### config.mk
export PLATFORM = sky130hd
export DESIGN_NAME = acpc_ctrl
export DESIGN_NICKNAME = d
export VERILOG_FILES = /design/src/acpc_pkg.sv /design/src/acpc_tick_if.sv /design/src/acpc_clkdiv.sv /design/src/acpc_ctrl.sv
export SDC_FILE = /design/constraint.sdc
export NUM_CORES = 1
export LEC_CHECK = 0
export ABC_AREA = 1
export BUFFER_PORTS_ARGS = -buffer_cell sky130_fd_sc_hd__buf_2
export CORE_UTILIZATION = 52
export CTS_CLUSTER_DIAMETER = 100
export DETAILED_ROUTE_END_ITERATION = 16
export GPL_ROUTABILITY_DRIVEN = 0
export PLACE_DENSITY_LB_ADDON = 0.2
export SLEW_MARGIN = 20
export SYNTH_ARGS = -nofsm -noshare
export SYNTH_HDL_FRONTEND = slang
export SYNTH_SLANG_ARGS = --single-unit
### constraint.sdc
create_clock -name mclk_i -period 5 [get_ports mclk_i]
set_input_delay 0.5 -clock mclk_i [delete_from_list [all_inputs] [get_ports mclk_i]]
set_output_delay 0.5 -clock mclk_i [all_outputs]
set_load 0.05 [all_outputs]
### src/acpc_pkg.sv
// Summary of operation
// - Select bit one makes pin analog input
// - Low bits map PB0-3, PE4-6, PB4
// - High bits map PE7 and PB5
// - High register bits 7-2 read zero
// - Start high then low launches conversion
// - Start rising resets converter, sets busy
// - Conversion end clears busy flag automatically
// - Conversion end sets interrupt request flag
// - Conversion clock is system clock divided
// - Converter powered only while power-off is zero
// - Reference select takes external pin, disables others
// - Analog pin loses functions and pull-high
// - Analog select overrides port direction control
// - Busy flag read-only, resets to one
// - Conversion lasts sixteen conversion clock periods
package acpc_pkg;
  localparam logic [11:0] ACPC_OFS_CTRL_FIRST = 12'h000;
  localparam logic [11:0] ACPC_OFS_CTRL_SECOND = 12'h004;
  localparam logic [11:0] ACPC_OFS_SEL_LOW = 12'h008;
  localparam logic [11:0] ACPC_OFS_SEL_HIGH = 12'h00c;
  localparam logic [11:0] ACPC_OFS_IRQ = 12'h010;
  localparam int ACPC_START_POS = 7;
  localparam int ACPC_BUSY_POS = 6;
  localparam int ACPC_POFF_POS = 5;
  localparam int ACPC_VREF_POS = 4;
  localparam int ACPC_DIV_LSB = 0;
  localparam int ACPC_IRQF_POS = 0;
  localparam int ACPC_IRQE_POS = 1;
  localparam logic [7:0] ACPC_SEL_LOW_RST = 8'hff;
  localparam logic [1:0] ACPC_SEL_HIGH_RST = 2'h3;
  localparam logic ACPC_POFF_RST = 1'b1;
  localparam logic ACPC_BUSY_RST = 1'b1;
  localparam logic [2:0] ACPC_DIV_RST = 3'h0;
  localparam logic [5:0] ACPC_DIV_MAX_LIM = 6'h3f;
  localparam logic [4:0] ACPC_CONV_TICKS = 5'h10;
  localparam int ACPC_NPIN = 10;
  typedef enum logic [1:0] {
    ACPC_IDLE = 2'b00,
    ACPC_HOLD = 2'b01,
    ACPC_RUN = 2'b10
  } acpc_state_t;
endpackage : acpc_pkg

### src/acpc_tick_if.sv
`timescale 1ns/1ps
`default_nettype none
interface acpc_tick_if;
  logic [2:0] div_sel;
  logic clr;
  logic tick;
  modport src (input div_sel, input clr, output tick);
  modport snk (output div_sel, output clr, input tick);
endinterface : acpc_tick_if
`default_nettype wire

### src/acpc_clkdiv.sv
`timescale 1ns/1ps
`default_nettype none
module acpc_clkdiv
  import acpc_pkg::*;
(
  input wire logic mclk_i,
  input wire logic rst_b_i,
  acpc_tick_if.src tk
);
  typedef struct packed {
    logic [5:0] cnt;
    logic tick;
  } acpc_div_st_t;
  acpc_div_st_t s_reg, s_next;
  logic [5:0] lim;
  always_comb begin
    // Code 111 is undefined; treated as the slowest rate
    lim = (tk.div_sel == 3'h7) ? ACPC_DIV_MAX_LIM : 6'((7'h1 << tk.div_sel) - 7'h1);
    s_next = s_reg;
    s_next.tick = 1'b0;
    if (tk.clr) begin
      s_next.cnt = 6'h0;
    end else if (s_reg.cnt >= lim) begin
      s_next.cnt = 6'h0;
      s_next.tick = 1'b1;
    end else begin
      s_next.cnt = s_reg.cnt + 6'h1;
    end
  end
  always_ff @(posedge mclk_i) begin
    if (!rst_b_i) begin
      s_reg <= '0;
    end else begin
      s_reg <= s_next;
    end
  end
  assign tk.tick = s_reg.tick;
endmodule : acpc_clkdiv
`default_nettype wire

### src/acpc_ctrl.sv
`timescale 1ns/1ps
`default_nettype none
module acpc_ctrl
  import acpc_pkg::*;
(
  input wire logic mclk_i,
  input wire logic rst_b_i,
  input wire logic psel_i,
  input wire logic penable_i,
  input wire logic pwrite_i,
  input wire logic [11:0] paddr_i,
  input wire logic [31:0] pwdata_i,
  output logic [31:0] prdata_o,
  output logic pready_o,
  output logic pslverr_o,
  output logic [9:0] analog_input_channels_o,
  output logic [9:0] pin_func_disable_o,
  output logic [9:0] pull_high_disable_o,
  output logic [9:0] dir_override_o,
  output logic converter_power_on_o,
  output logic converter_reset_o,
  output logic conv_clk_en_o,
  output logic conversion_busy_o,
  output logic reference_ext_o,
  output logic vref_pin_func_disable_o,
  output logic irq_o
);
  typedef struct packed {
    logic [7:0] sel_low;
    logic [1:0] sel_high;
    logic start;
    logic busy;
    logic poff;
    logic vref;
    logic [2:0] div;
    logic irqf;
    logic irqe;
    acpc_state_t st;
    logic [4:0] ticks;
    logic [31:0] rdata;
    logic ready;
    logic err;
    logic [9:0] ain;
    logic conv_rst;
    logic cen;
    logic irq;
    logic pwr_on;
    logic ref_ext;
  } acpc_st_t;
  acpc_st_t s_reg, s_next;
  acpc_tick_if tk();
  acpc_clkdiv u_div (
    .mclk_i(mclk_i),
    .rst_b_i(rst_b_i),
    .tk(tk.src)
  );
  logic [9:0] sel;
  logic wr;
  logic rd;
  logic hit;
  assign sel = {s_reg.sel_high, s_reg.sel_low};
  // One wait state: answer comes in the cycle after the access phase begins
  assign wr = psel_i && penable_i && pwrite_i && !s_reg.ready;
  assign rd = psel_i && penable_i && !pwrite_i && !s_reg.ready;
  assign hit = (paddr_i == ACPC_OFS_CTRL_FIRST) || (paddr_i == ACPC_OFS_CTRL_SECOND) ||
               (paddr_i == ACPC_OFS_SEL_LOW) || (paddr_i == ACPC_OFS_SEL_HIGH) ||
               (paddr_i == ACPC_OFS_IRQ);
  always_comb begin
    s_next = s_reg;
    s_next.ready = psel_i && penable_i && !s_reg.ready;
    s_next.err = (wr || rd) && !hit;
    s_next.rdata = 32'h0;
    if (rd) begin
      case (paddr_i)
        ACPC_OFS_CTRL_FIRST: begin
          s_next.rdata[ACPC_START_POS] = s_reg.start;
          s_next.rdata[ACPC_BUSY_POS] = s_reg.busy;
          s_next.rdata[ACPC_POFF_POS] = s_reg.poff;
        end
        ACPC_OFS_CTRL_SECOND: begin
          s_next.rdata[ACPC_VREF_POS] = s_reg.vref;
          s_next.rdata[ACPC_DIV_LSB +: 3] = s_reg.div;
        end
        ACPC_OFS_SEL_LOW: s_next.rdata[7:0] = s_reg.sel_low;
        ACPC_OFS_SEL_HIGH: s_next.rdata[1:0] = s_reg.sel_high;
        ACPC_OFS_IRQ: begin
          s_next.rdata[ACPC_IRQF_POS] = s_reg.irqf;
          s_next.rdata[ACPC_IRQE_POS] = s_reg.irqe;
        end
        default: s_next.rdata = 32'h0;
      endcase
    end
    if (wr) begin
      case (paddr_i)
        ACPC_OFS_CTRL_FIRST: begin
          s_next.start = pwdata_i[ACPC_START_POS];
          s_next.poff = pwdata_i[ACPC_POFF_POS];
        end
        ACPC_OFS_CTRL_SECOND: begin
          s_next.vref = pwdata_i[ACPC_VREF_POS];
          s_next.div = pwdata_i[ACPC_DIV_LSB +: 3];
        end
        ACPC_OFS_SEL_LOW: s_next.sel_low = pwdata_i[7:0];
        ACPC_OFS_SEL_HIGH: s_next.sel_high = pwdata_i[1:0];
        ACPC_OFS_IRQ: begin
          // Write one to clear the request flag
          if (pwdata_i[ACPC_IRQF_POS]) begin
            s_next.irqf = 1'b0;
          end
          s_next.irqe = pwdata_i[ACPC_IRQE_POS];
        end
        default: s_next.err = 1'b1;
      endcase
    end
    // Sequencer follows the committed start level
    case (s_reg.st)
      ACPC_IDLE: begin
        if (s_reg.start) begin
          s_next.st = ACPC_HOLD;
          s_next.busy = 1'b1;
        end
      end
      ACPC_HOLD: begin
        // Held in reset until start drops again
        if (!s_reg.start && !s_reg.poff) begin
          s_next.st = ACPC_RUN;
          s_next.ticks = 5'h0;
        end else if (!s_reg.start) begin
          s_next.st = ACPC_IDLE;
        end
      end
      ACPC_RUN: begin
        if (s_reg.start) begin
          s_next.st = ACPC_HOLD;
        end else if (s_reg.poff) begin
          s_next.st = ACPC_IDLE;
        end else if (tk.tick) begin
          if (s_reg.ticks == ACPC_CONV_TICKS - 5'h1) begin
            s_next.st = ACPC_IDLE;
            s_next.busy = 1'b0;
            s_next.irqf = 1'b1;
          end else begin
            s_next.ticks = s_reg.ticks + 5'h1;
          end
        end
      end
      default: s_next.st = ACPC_IDLE;
    endcase
    s_next.ain = sel;
    s_next.conv_rst = (s_next.st != ACPC_RUN);
    s_next.cen = tk.tick && (s_reg.st == ACPC_RUN);
    s_next.irq = s_next.irqf && s_next.irqe;
    // Power and reference come from the register bit's next value, so they change in the same cycle as the bit
    s_next.pwr_on = !s_next.poff;
    s_next.ref_ext = s_next.vref;
  end
  // Divider restarts with each conversion so the first period is whole
  assign tk.div_sel = s_reg.div;
  assign tk.clr = (s_reg.st != ACPC_RUN);
  always_ff @(posedge mclk_i) begin
    if (!rst_b_i) begin
      s_reg <= '0;
      s_reg.sel_low <= ACPC_SEL_LOW_RST;
      s_reg.sel_high <= ACPC_SEL_HIGH_RST;
      s_reg.busy <= ACPC_BUSY_RST;
      s_reg.poff <= ACPC_POFF_RST;
      s_reg.div <= ACPC_DIV_RST;
      s_reg.st <= ACPC_IDLE;
      s_reg.ain <= {ACPC_SEL_HIGH_RST, ACPC_SEL_LOW_RST};
      s_reg.conv_rst <= 1'b1;
    end else begin
      s_reg <= s_next;
    end
  end
  assign prdata_o = s_reg.rdata;
  assign pready_o = s_reg.ready;
  assign pslverr_o = s_reg.err;
  assign analog_input_channels_o = s_reg.ain;
  assign pin_func_disable_o = s_reg.ain;
  assign pull_high_disable_o = s_reg.ain;
  assign dir_override_o = s_reg.ain;
  assign converter_power_on_o = s_reg.pwr_on;
  assign converter_reset_o = s_reg.conv_rst;
  assign conv_clk_en_o = s_reg.cen;
  assign conversion_busy_o = s_reg.busy;
  assign reference_ext_o = s_reg.ref_ext;
  assign vref_pin_func_disable_o = s_reg.ref_ext;
  assign irq_o = s_reg.irq;
endmodule : acpc_ctrl
`default_nettype wire

==> results of run 1 <==
[layout by cell type, fill, tap and decap left out, drive strengths merged, types with 2 or more instances in the layout]
cell | netlist | routed
buf | 79 | 81
nand2 | 70 | 70
dfxtp | 57 | 57
nor2 | 47 | 47
inv | 39 | 39
nand3 | 35 | 35
conb | 1 | 24
a21oi | 16 | 16
o21ai | 11 | 11
clkbuf | 2 | 11
nand4 | 10 | 10
ha | 10 | 10
or2 | 9 | 9
nor3 | 7 | 7
o211ai | 5 | 5
xnor2 | 3 | 3
clkinv | 1 | 3
clkinvlp | 0 | 2
[critical path: stages, from the launching register on]
cell and delay, ns:
dfxtp_1 0.34, inv_1 0.19, nand3_1 0.11, ha_1 0.23, inv_1 0.09, a21oi_1 0.04, a21oi_1 0.18, ha_1 0.27
nand2_1 0.07, o21ai_0 0.08, nor2_1 0.14, nand3_1 0.21, nor2_1 0.16
[power by group through the flow]
stage                     registers, mW  clock network (mW)  logic [mW]
final                             0.455               0.424      0.0758
after global placement            0.465                   0      0.0751
after detailed placement          0.465                   0      0.0754
after floorplan                   0.467                   0      0.0726
after CTS                         0.455               0.433      0.0755
after global routing              0.455               0.455      0.0810
[synth_stat cells (5+ instances only)]
cell type,count
buf_4,74
o21ai_0,10
nor2_1,38
or2_2,9
a21oi_1,16
nand2_1,67
ha_1,10
nand3_1,31
inv_1,35
nand4_1,10
dfxtp_1,57
nor3_1,6
nor2_2,5
[cells by family after synthesis]
| logic type | Yosys count |
|---|---|
| compound gates | 33 |
| xor+xnor | 4 |
| fa+ha+maj | 10 |
| buf+inv | 121 |
| flops | 57 |
| other cells | 1 |
| simple gates | 179 |
[routing by layer]
layer	vias to the layer above	wire length, um
li1	1269	-
met1	1063	2510
met2	74	2650
met3	10	277
met4	0	85
met5	-	0
[how the worst max path moves through the flow]
stage | end | depth (start not counted)
2_1_floorplan | u_div.s_reg[1]$_SDFF_PP0_ | 12
3_3_place_gp | s_next[8]$_SDFFE_PN1P_ | 8
3_5_place_dp | s_next[12]$_SDFFE_PN1P_ | 8
4_1_cts | u_div.s_reg[1]$_SDFF_PP0_ | 12
5_1_grt | u_div.s_reg[1]$_SDFF_PP0_ | 12
6_report | u_div.s_reg[1]$_SDFF_PP0_ | 12
[area by class of cell]
| class | instances | area [sq um] |
|---|---|---|
| flip-flops and latches | 57 | 1140 |
| inverters | 40 | 153 |
| well taps | 72 | 90.1 |
| repair buffers | 81 | 405 |
| fillers | 566 | 2360 |
| multi-input cells | 250 | 1290 |
| clock buffers | 11 | 141 |
| clock inverters | 5 | 55.1 |
==> impl_metrics.toml, run 1 <==
[setup_path]
cp-end-kind = "flop"
critPathMaxFanout = 7
crit_start = "tk.div_sel[2]$_SDFFE_PN0P_"
critPathArrivalTime_ns = 2.45
ff2ff_setup_slack_ns = 2.81
r2r-end = "u_div.s_reg[1]$_SDFF_PP0_"
r2r-start = "tk.div_sel[2]$_SDFFE_PN0P_"
crit_type = "reg -> reg"
required_ns = 5.26
cp-start-kind = "flop"
rr_worst_depth = 12

[placed_design]
place_inst = 500
dpl.hpwl_um = 4230
io_buffers = 81
placed_cell_area_sq_um = 3080
post-place-ws_ns = 2.79

[cts]
cts_resized = 0
numClockSinks = 57
clock_latency_ns = 0.34
cts_tree = "done"
root_buffer = "clkbuf_8"
numCtsBuffers = 9
cts_setup_buffers = 0
hold_buffers = 0
clk_pin_slew_ns = 0.07
htreeDepth = 3
cts.path.max_buffers = 2

[sta]
setup_viol = 0
tightest_slew_ns = 0.543
tns_ns = 0
max_freq_mhz = 458
post-route-period-util_pct = 43.7
maxSlewViolCount = 0
finalClockSkew_ns = 0.00594
finalHoldViolations = 0
setup_ws_ns = 2.81
fin_crit_ns = 2.19
fin_hold_ws_ns = 0.342
relSlewSlack_pct = 63.7
rsz0062_at_grt = "false"

[detailed_routing]
drc_errors = 0
wl_per_cell_um = 10.7
ant_nets = 0
drt-initial-drc-count = 79
routed_via_density = 4.68
drtPass1Iterations = 4
via_count = 2416
drt-total-wl_um = 5520

[floorplan]
rows = 27
dieArea_sq_um = 6280
start_util_pct = 55.0
io_pins = 130
coreArea_sq_um = 5640
fp.dieW_um = 79.3
die_h_um = 79.3

[grt]
met1_usage_pct = 22.1
use_met2_pct = 33.1
grt_pass1_vias = 2146
gr-usage-all-layers_pct = 19.3
grt_pass1_wl_um = 9270
busiest_layer = "met2"
grt_overflow = 0
grt_max_degree = 27
grt.met3_usage_pct = 6.09
grt_antenna_before_repair = 0

[synth]
ys_ff_latch = 57
yosysTopAreaCell = "dfxtp_1"
yosys.area.top_type_share_pct = 36.8
synth_cells = 405
async_flop_share_pct = 0
synth-edff-count = 0
yosysWarnings = 0
syn_area_per_cell_sq_um = 7.66
ys_top_cells_by_area = "dfxtp_1 (37%), buf_4 (18%), nand2_1 (8.1%), nand3_1 (5.0%), nor2_1 (4.6%)"
synth_simple_gate_area_share_pct = 27.5
synth_xor_area_share_pct = 1.13
synthAdderAreaFrac_pct = 4.03
synth_top_family_by_area = "simple AND/OR/NAND/NOR gates"
ys_types = 32
synth_top_flop_cell = "dfxtp_1"
synth_mux_area_share_pct = 0
syn_area_sq_um = 3100
synth_compound_gate_area_share_pct = 6.13
ys_seq_area_share_pct = 36.8

[power]
seq_power_share_pct = 47.7
clkPwrFrac_pct = 44.4
p_per_area_nw_per_um2 = 291
power.switching_mw = 0.247
pwr-share-comb_pct = 7.9
p_int_mw = 0.707
ir_drop_uv = 201
p_leak_nw = 1.53
switching_share_pct = 25.9
fin_total_pwr_mw = 0.954

[worst_hold_path]
hold_end = "converter_power_on_o$_SDFF_PN0_"
hp-class = "in -> reg"
hold_depth = 2
min-delay-start = "pwdata_i[5]"

[final_layout]
diodes = 0
largest_register_ffs = 11
area_growth_pct = 5.73
drive_gt1_share_pct = 28.8
utilization_pct = 58.2
instances_no_fill = 516
fin_area_sq_um = 3280
fin_nets = 498

[run]
drv_cap = 0

[outcome]
outcome = "finished, final reports clean"
No activity file was read; power rests on OpenSTA's default activity.
==> run 2, diff against run 1 <==
Settings changed: ABC_AREA 1 to 0, CORE_UTILIZATION 52 to 43.
Clock period 5 ns to 2 ns, I/O delays scaled along.
==> run 2 against run 1 <==
Net effect: the flow now finishes with violations (setup timing); highest routed layer unchanged; largest cell class unchanged; design area is 4.4% higher; combinational power grew to 2.7 times the previous value; non-clock buffer count is 13 higher; clock power grew to 2.6 times the previous value; first-iteration DRC count is 42% higher; synthesized cell count is 17% lower; clock skew is 0.0022 ns lower; global-route usage is 2.6 points lower; flip-flop and latch count stayed put; critical path depth is 1 lower; critical path type unchanged; clock-buffer cell count stayed put.
==> impl_metrics.toml, run 2 <==
[power]
switching_share_pct = 25.4
p_int_mw = 1.81
p_leak_nw = 1.48
ir_drop_uv = 315
pwr-share-comb_pct = 8.3
p_per_area_nw_per_um2 = 709
fin_total_pwr_mw = 2.43
seq_power_share_pct = 46.8
power.switching_mw = 0.617
clkPwrFrac_pct = 44.9

[sta]
rsz0062_at_grt = "true"
fin_crit_ns = 2.37
setup_viol = 7
tightest_slew_ns = 0.525
finalHoldViolations = 0
setup_ws_ns = -0.366
finalClockSkew_ns = 0.00378
relSlewSlack_pct = 64.7
post-route-period-util_pct = 118
maxSlewViolCount = 0
max_freq_mhz = 423

[grt]
grt_pass1_wl_um = 9400
grt_pass1_vias = 1979
grt_max_degree = 26
grt_overflow = 0
grt_antenna_before_repair = 0
gr-usage-all-layers_pct = 16.6

[synth]
synth_top_family_by_area = "buffers and inverters"
yosys.area.top_type_share_pct = 37.1
syn_area_per_cell_sq_um = 9.11
synth_mux_area_share_pct = 4.06
yosysTopAreaCell = "dfxtp_1"
synth_simple_gate_area_share_pct = 19.9
synth_top_flop_cell = "dfxtp_1"
synth_cells = 338
synth_compound_gate_area_share_pct = 11.0
ys_types = 57
syn_area_sq_um = 3080
async_flop_share_pct = 0
ys_ff_latch = 57
ys_top_cells_by_area = "dfxtp_1 (37%), buf_4 (19%), ha_1 (4.1%), nor2_1 (3.4%), a21oi_1 (2.8%)"
yosys-top-cells-count = "buf_4 (76), dfxtp_1 (57), nor2_1 (28), a21oi_1 (17), inv_1 (12)"
synth_xor_area_share_pct = 1.71
yosysWarnings = 0
synthAdderAreaFrac_pct = 4.06
ys_seq_area_share_pct = 37.1
yosysMostFrequentCell = "buf_4"
synth-edff-count = 0

[cts]
cts_tree = "done"
numClockSinks = 57
clock_latency_ns = 0.33
clk_pin_slew_ns = 0.06
numCtsBuffers = 9
htreeDepth = 3
cts.path.max_buffers = 2
root_buffer = "clkbuf_8"
hold_buffers = 0

[detailed_routing]
drt-total-wl_um = 6040
drc_errors = 0
ant_nets = 0
wl_per_cell_um = 12.5
drt-initial-drc-count = 112
drtPass1Iterations = 4
routed_via_density = 4.68
via_count = 2251

[run]
drv_cap = 0

[floorplan]
io_pins = 130
fp.dieW_um = 86.6
die_h_um = 86.6
rows = 30
start_util_pct = 44.8
dieArea_sq_um = 7500
coreArea_sq_um = 6870

[setup_path]
rr_worst_depth = 11
r2r-end = "u_div.s_reg[5]$_SDFF_PP0_"
critPathArrivalTime_ns = 2.64
crit_start = "tk.div_sel[1]$_SDFFE_PN0P_"
crit_type = "reg -> reg"
required_ns = 2.28
cp-end-kind = "flop"
ff2ff_setup_slack_ns = -0.37
cp-start-kind = "flop"
endpoint = "u_div.s_reg[5]$_SDFF_PP0_"
r2r-start = "tk.div_sel[1]$_SDFFE_PN0P_"
critPathMaxFanout = 6

[outcome]
violations = "setup timing"
outcome = "finished with violations"

[final_layout]
diodes = 0
final_cell_mix = "buf_2 (81), dfxtp_1 (55), nor2_1 (27), conb_1 (24), a21oi_1 (15)"
final_common_cell = "buf_2"
fill_cells = 662
drive_gt1_share_pct = 35.8
area_growth_pct = 11.2
largest_register_ffs = 11
fin_nets = 439

[worst_hold_path]
hp-class = "in -> reg"

[placed_design]
post-place-ws_ns = -0.497
dpl.hpwl_um = 4360
io_buffers = 81
==> run 2: cell types whose count changed in the layout (fill, tap and decap cells not counted), sizes merged, moves of 5 or more <==
cell,delta
nand2,-60
nand3,-29
inv,-27
nor2,-19
buf,+13
nand2b,+10
or2,-9
mux2i,+8
nor2b,+8
a22oi,+6
and3,+5
==> run 2: worst max-delay path: stages (launching register included) <==
cell,delay (ns)
dfxtp_4,0.36
or3_4,0.40
ha_4,0.19
nor2b_4,0.13
a21oi_2,0.16
o221ai_2,0.12
ha_1,0.32
a21o_1,0.17
a21oi_2,0.14
o211ai_1,0.09
buf_4,0.17
nor2_1,0.07
==> run 2: cell type report <==
| cell class | count | area (sq um) | share of cell area, % |
|---|---|---|---|
| Clock buffer | 11 | 151 | 4.42 |
| Timing Repair Buffer | 94 | 503 | 14.7 |
| Clock inverter | 5 | 53.8 | 1.57 |
| Tap cell | 96 | 120 | 3.51 |
| Inverter | 12 | 45.0 | 1.32 |
| Sequential cell | 57 | 1150 | 33.5 |
| Multi-Input combinational cell | 206 | 1400 | 41.0 |
==> run 2: kinds of logic after synthesis <==
kind of cell | count (synthesis)
adder cells (fa/ha/maj) | 10
buffers and inverters | 98
AO/OA/AOI/OAI | 54
flip-flops | 57
multiplexers | 12
other | 1
AND/OR/NAND/NOR | 100
XOR/XNOR | 6
==> run 2: how the worst min path moves through the flow <==
stage               slack [ns]  depth (start not counted)                      start                           end
floorplan                 0.33                          1                pwdata_i[0]          s_reg[57]$_SDFF_PN0_
global placement          0.43                          1  u_div.s_reg[1]$_SDFF_PP0_     u_div.s_reg[1]$_SDFF_PP0_
detailed placement        0.43                          2     s_next[8]$_SDFFE_PN1P_        prdata_o[3]$_SDFF_PN0_
CTS                       0.10                          3                pwdata_i[4]  reference_ext_o$_SDFFE_PN0P_
global route              0.13                          3                pwdata_i[4]  reference_ext_o$_SDFFE_PN0P_
finish                    0.13                          3                pwdata_i[4]  reference_ext_o$_SDFFE_PN0P_
==> run 2: what timing repair did <==
action / CTS / global route
pin swaps: 9 / 11
resized for setup: 5 / 5
endpoints found under the setup margin: 7 / 12
setup buffers: 3 / 2
==> run 2: power groups by stage <==
| stage | Sequential [mW] | Clock [mW] | Combinational (mW) |
|---|---|---|---|
| after detailed placement | 1.16 | 0 | 0.200 |
| after CTS | 1.14 | 1.13 | 0.201 |
| after global placement | 1.16 | 0 | 0.200 |
| after floorplan | 1.17 | 0 | 0.191 |
| after global routing | 1.13 | 1.17 | 0.213 |
| final | 1.14 | 1.09 | 0.201 |
==> run 2: stage by stage <==
| step | util (%) | instances | hold slack (ns) | TNS, ns | cell area, sq um |
|---|---|---|---|---|---|
| 3_5_place_dp | 45.7 | 460 | 0.430 | -3.27 | 3140 |
| 6_report | 49.9 | 481 | 0.133 | -2.53 | 3420 |
| 4_1_cts | 49.4 | 479 | 0.104 | -2.40 | 3400 |
| 2_1_floorplan | - | 361 | 0.326 | -1.90 | 3210 |
| 5_1_grt | 49.9 | 481 | 0.126 | -3.26 | 3420 |
| 3_3_place_gp | 45.7 | 460 | 0.428 | -2.56 | 3140 |
==> run 2: metal layers <==
layer  track usage, %  up-vias  part of all wire (%)
li1                 -     1154                     -
met1             19.8     1012                    46
met2             27.6       73                    47
met3             5.24       12                   4.9
met4             7.27        0                   1.9
met5                0        -                     0
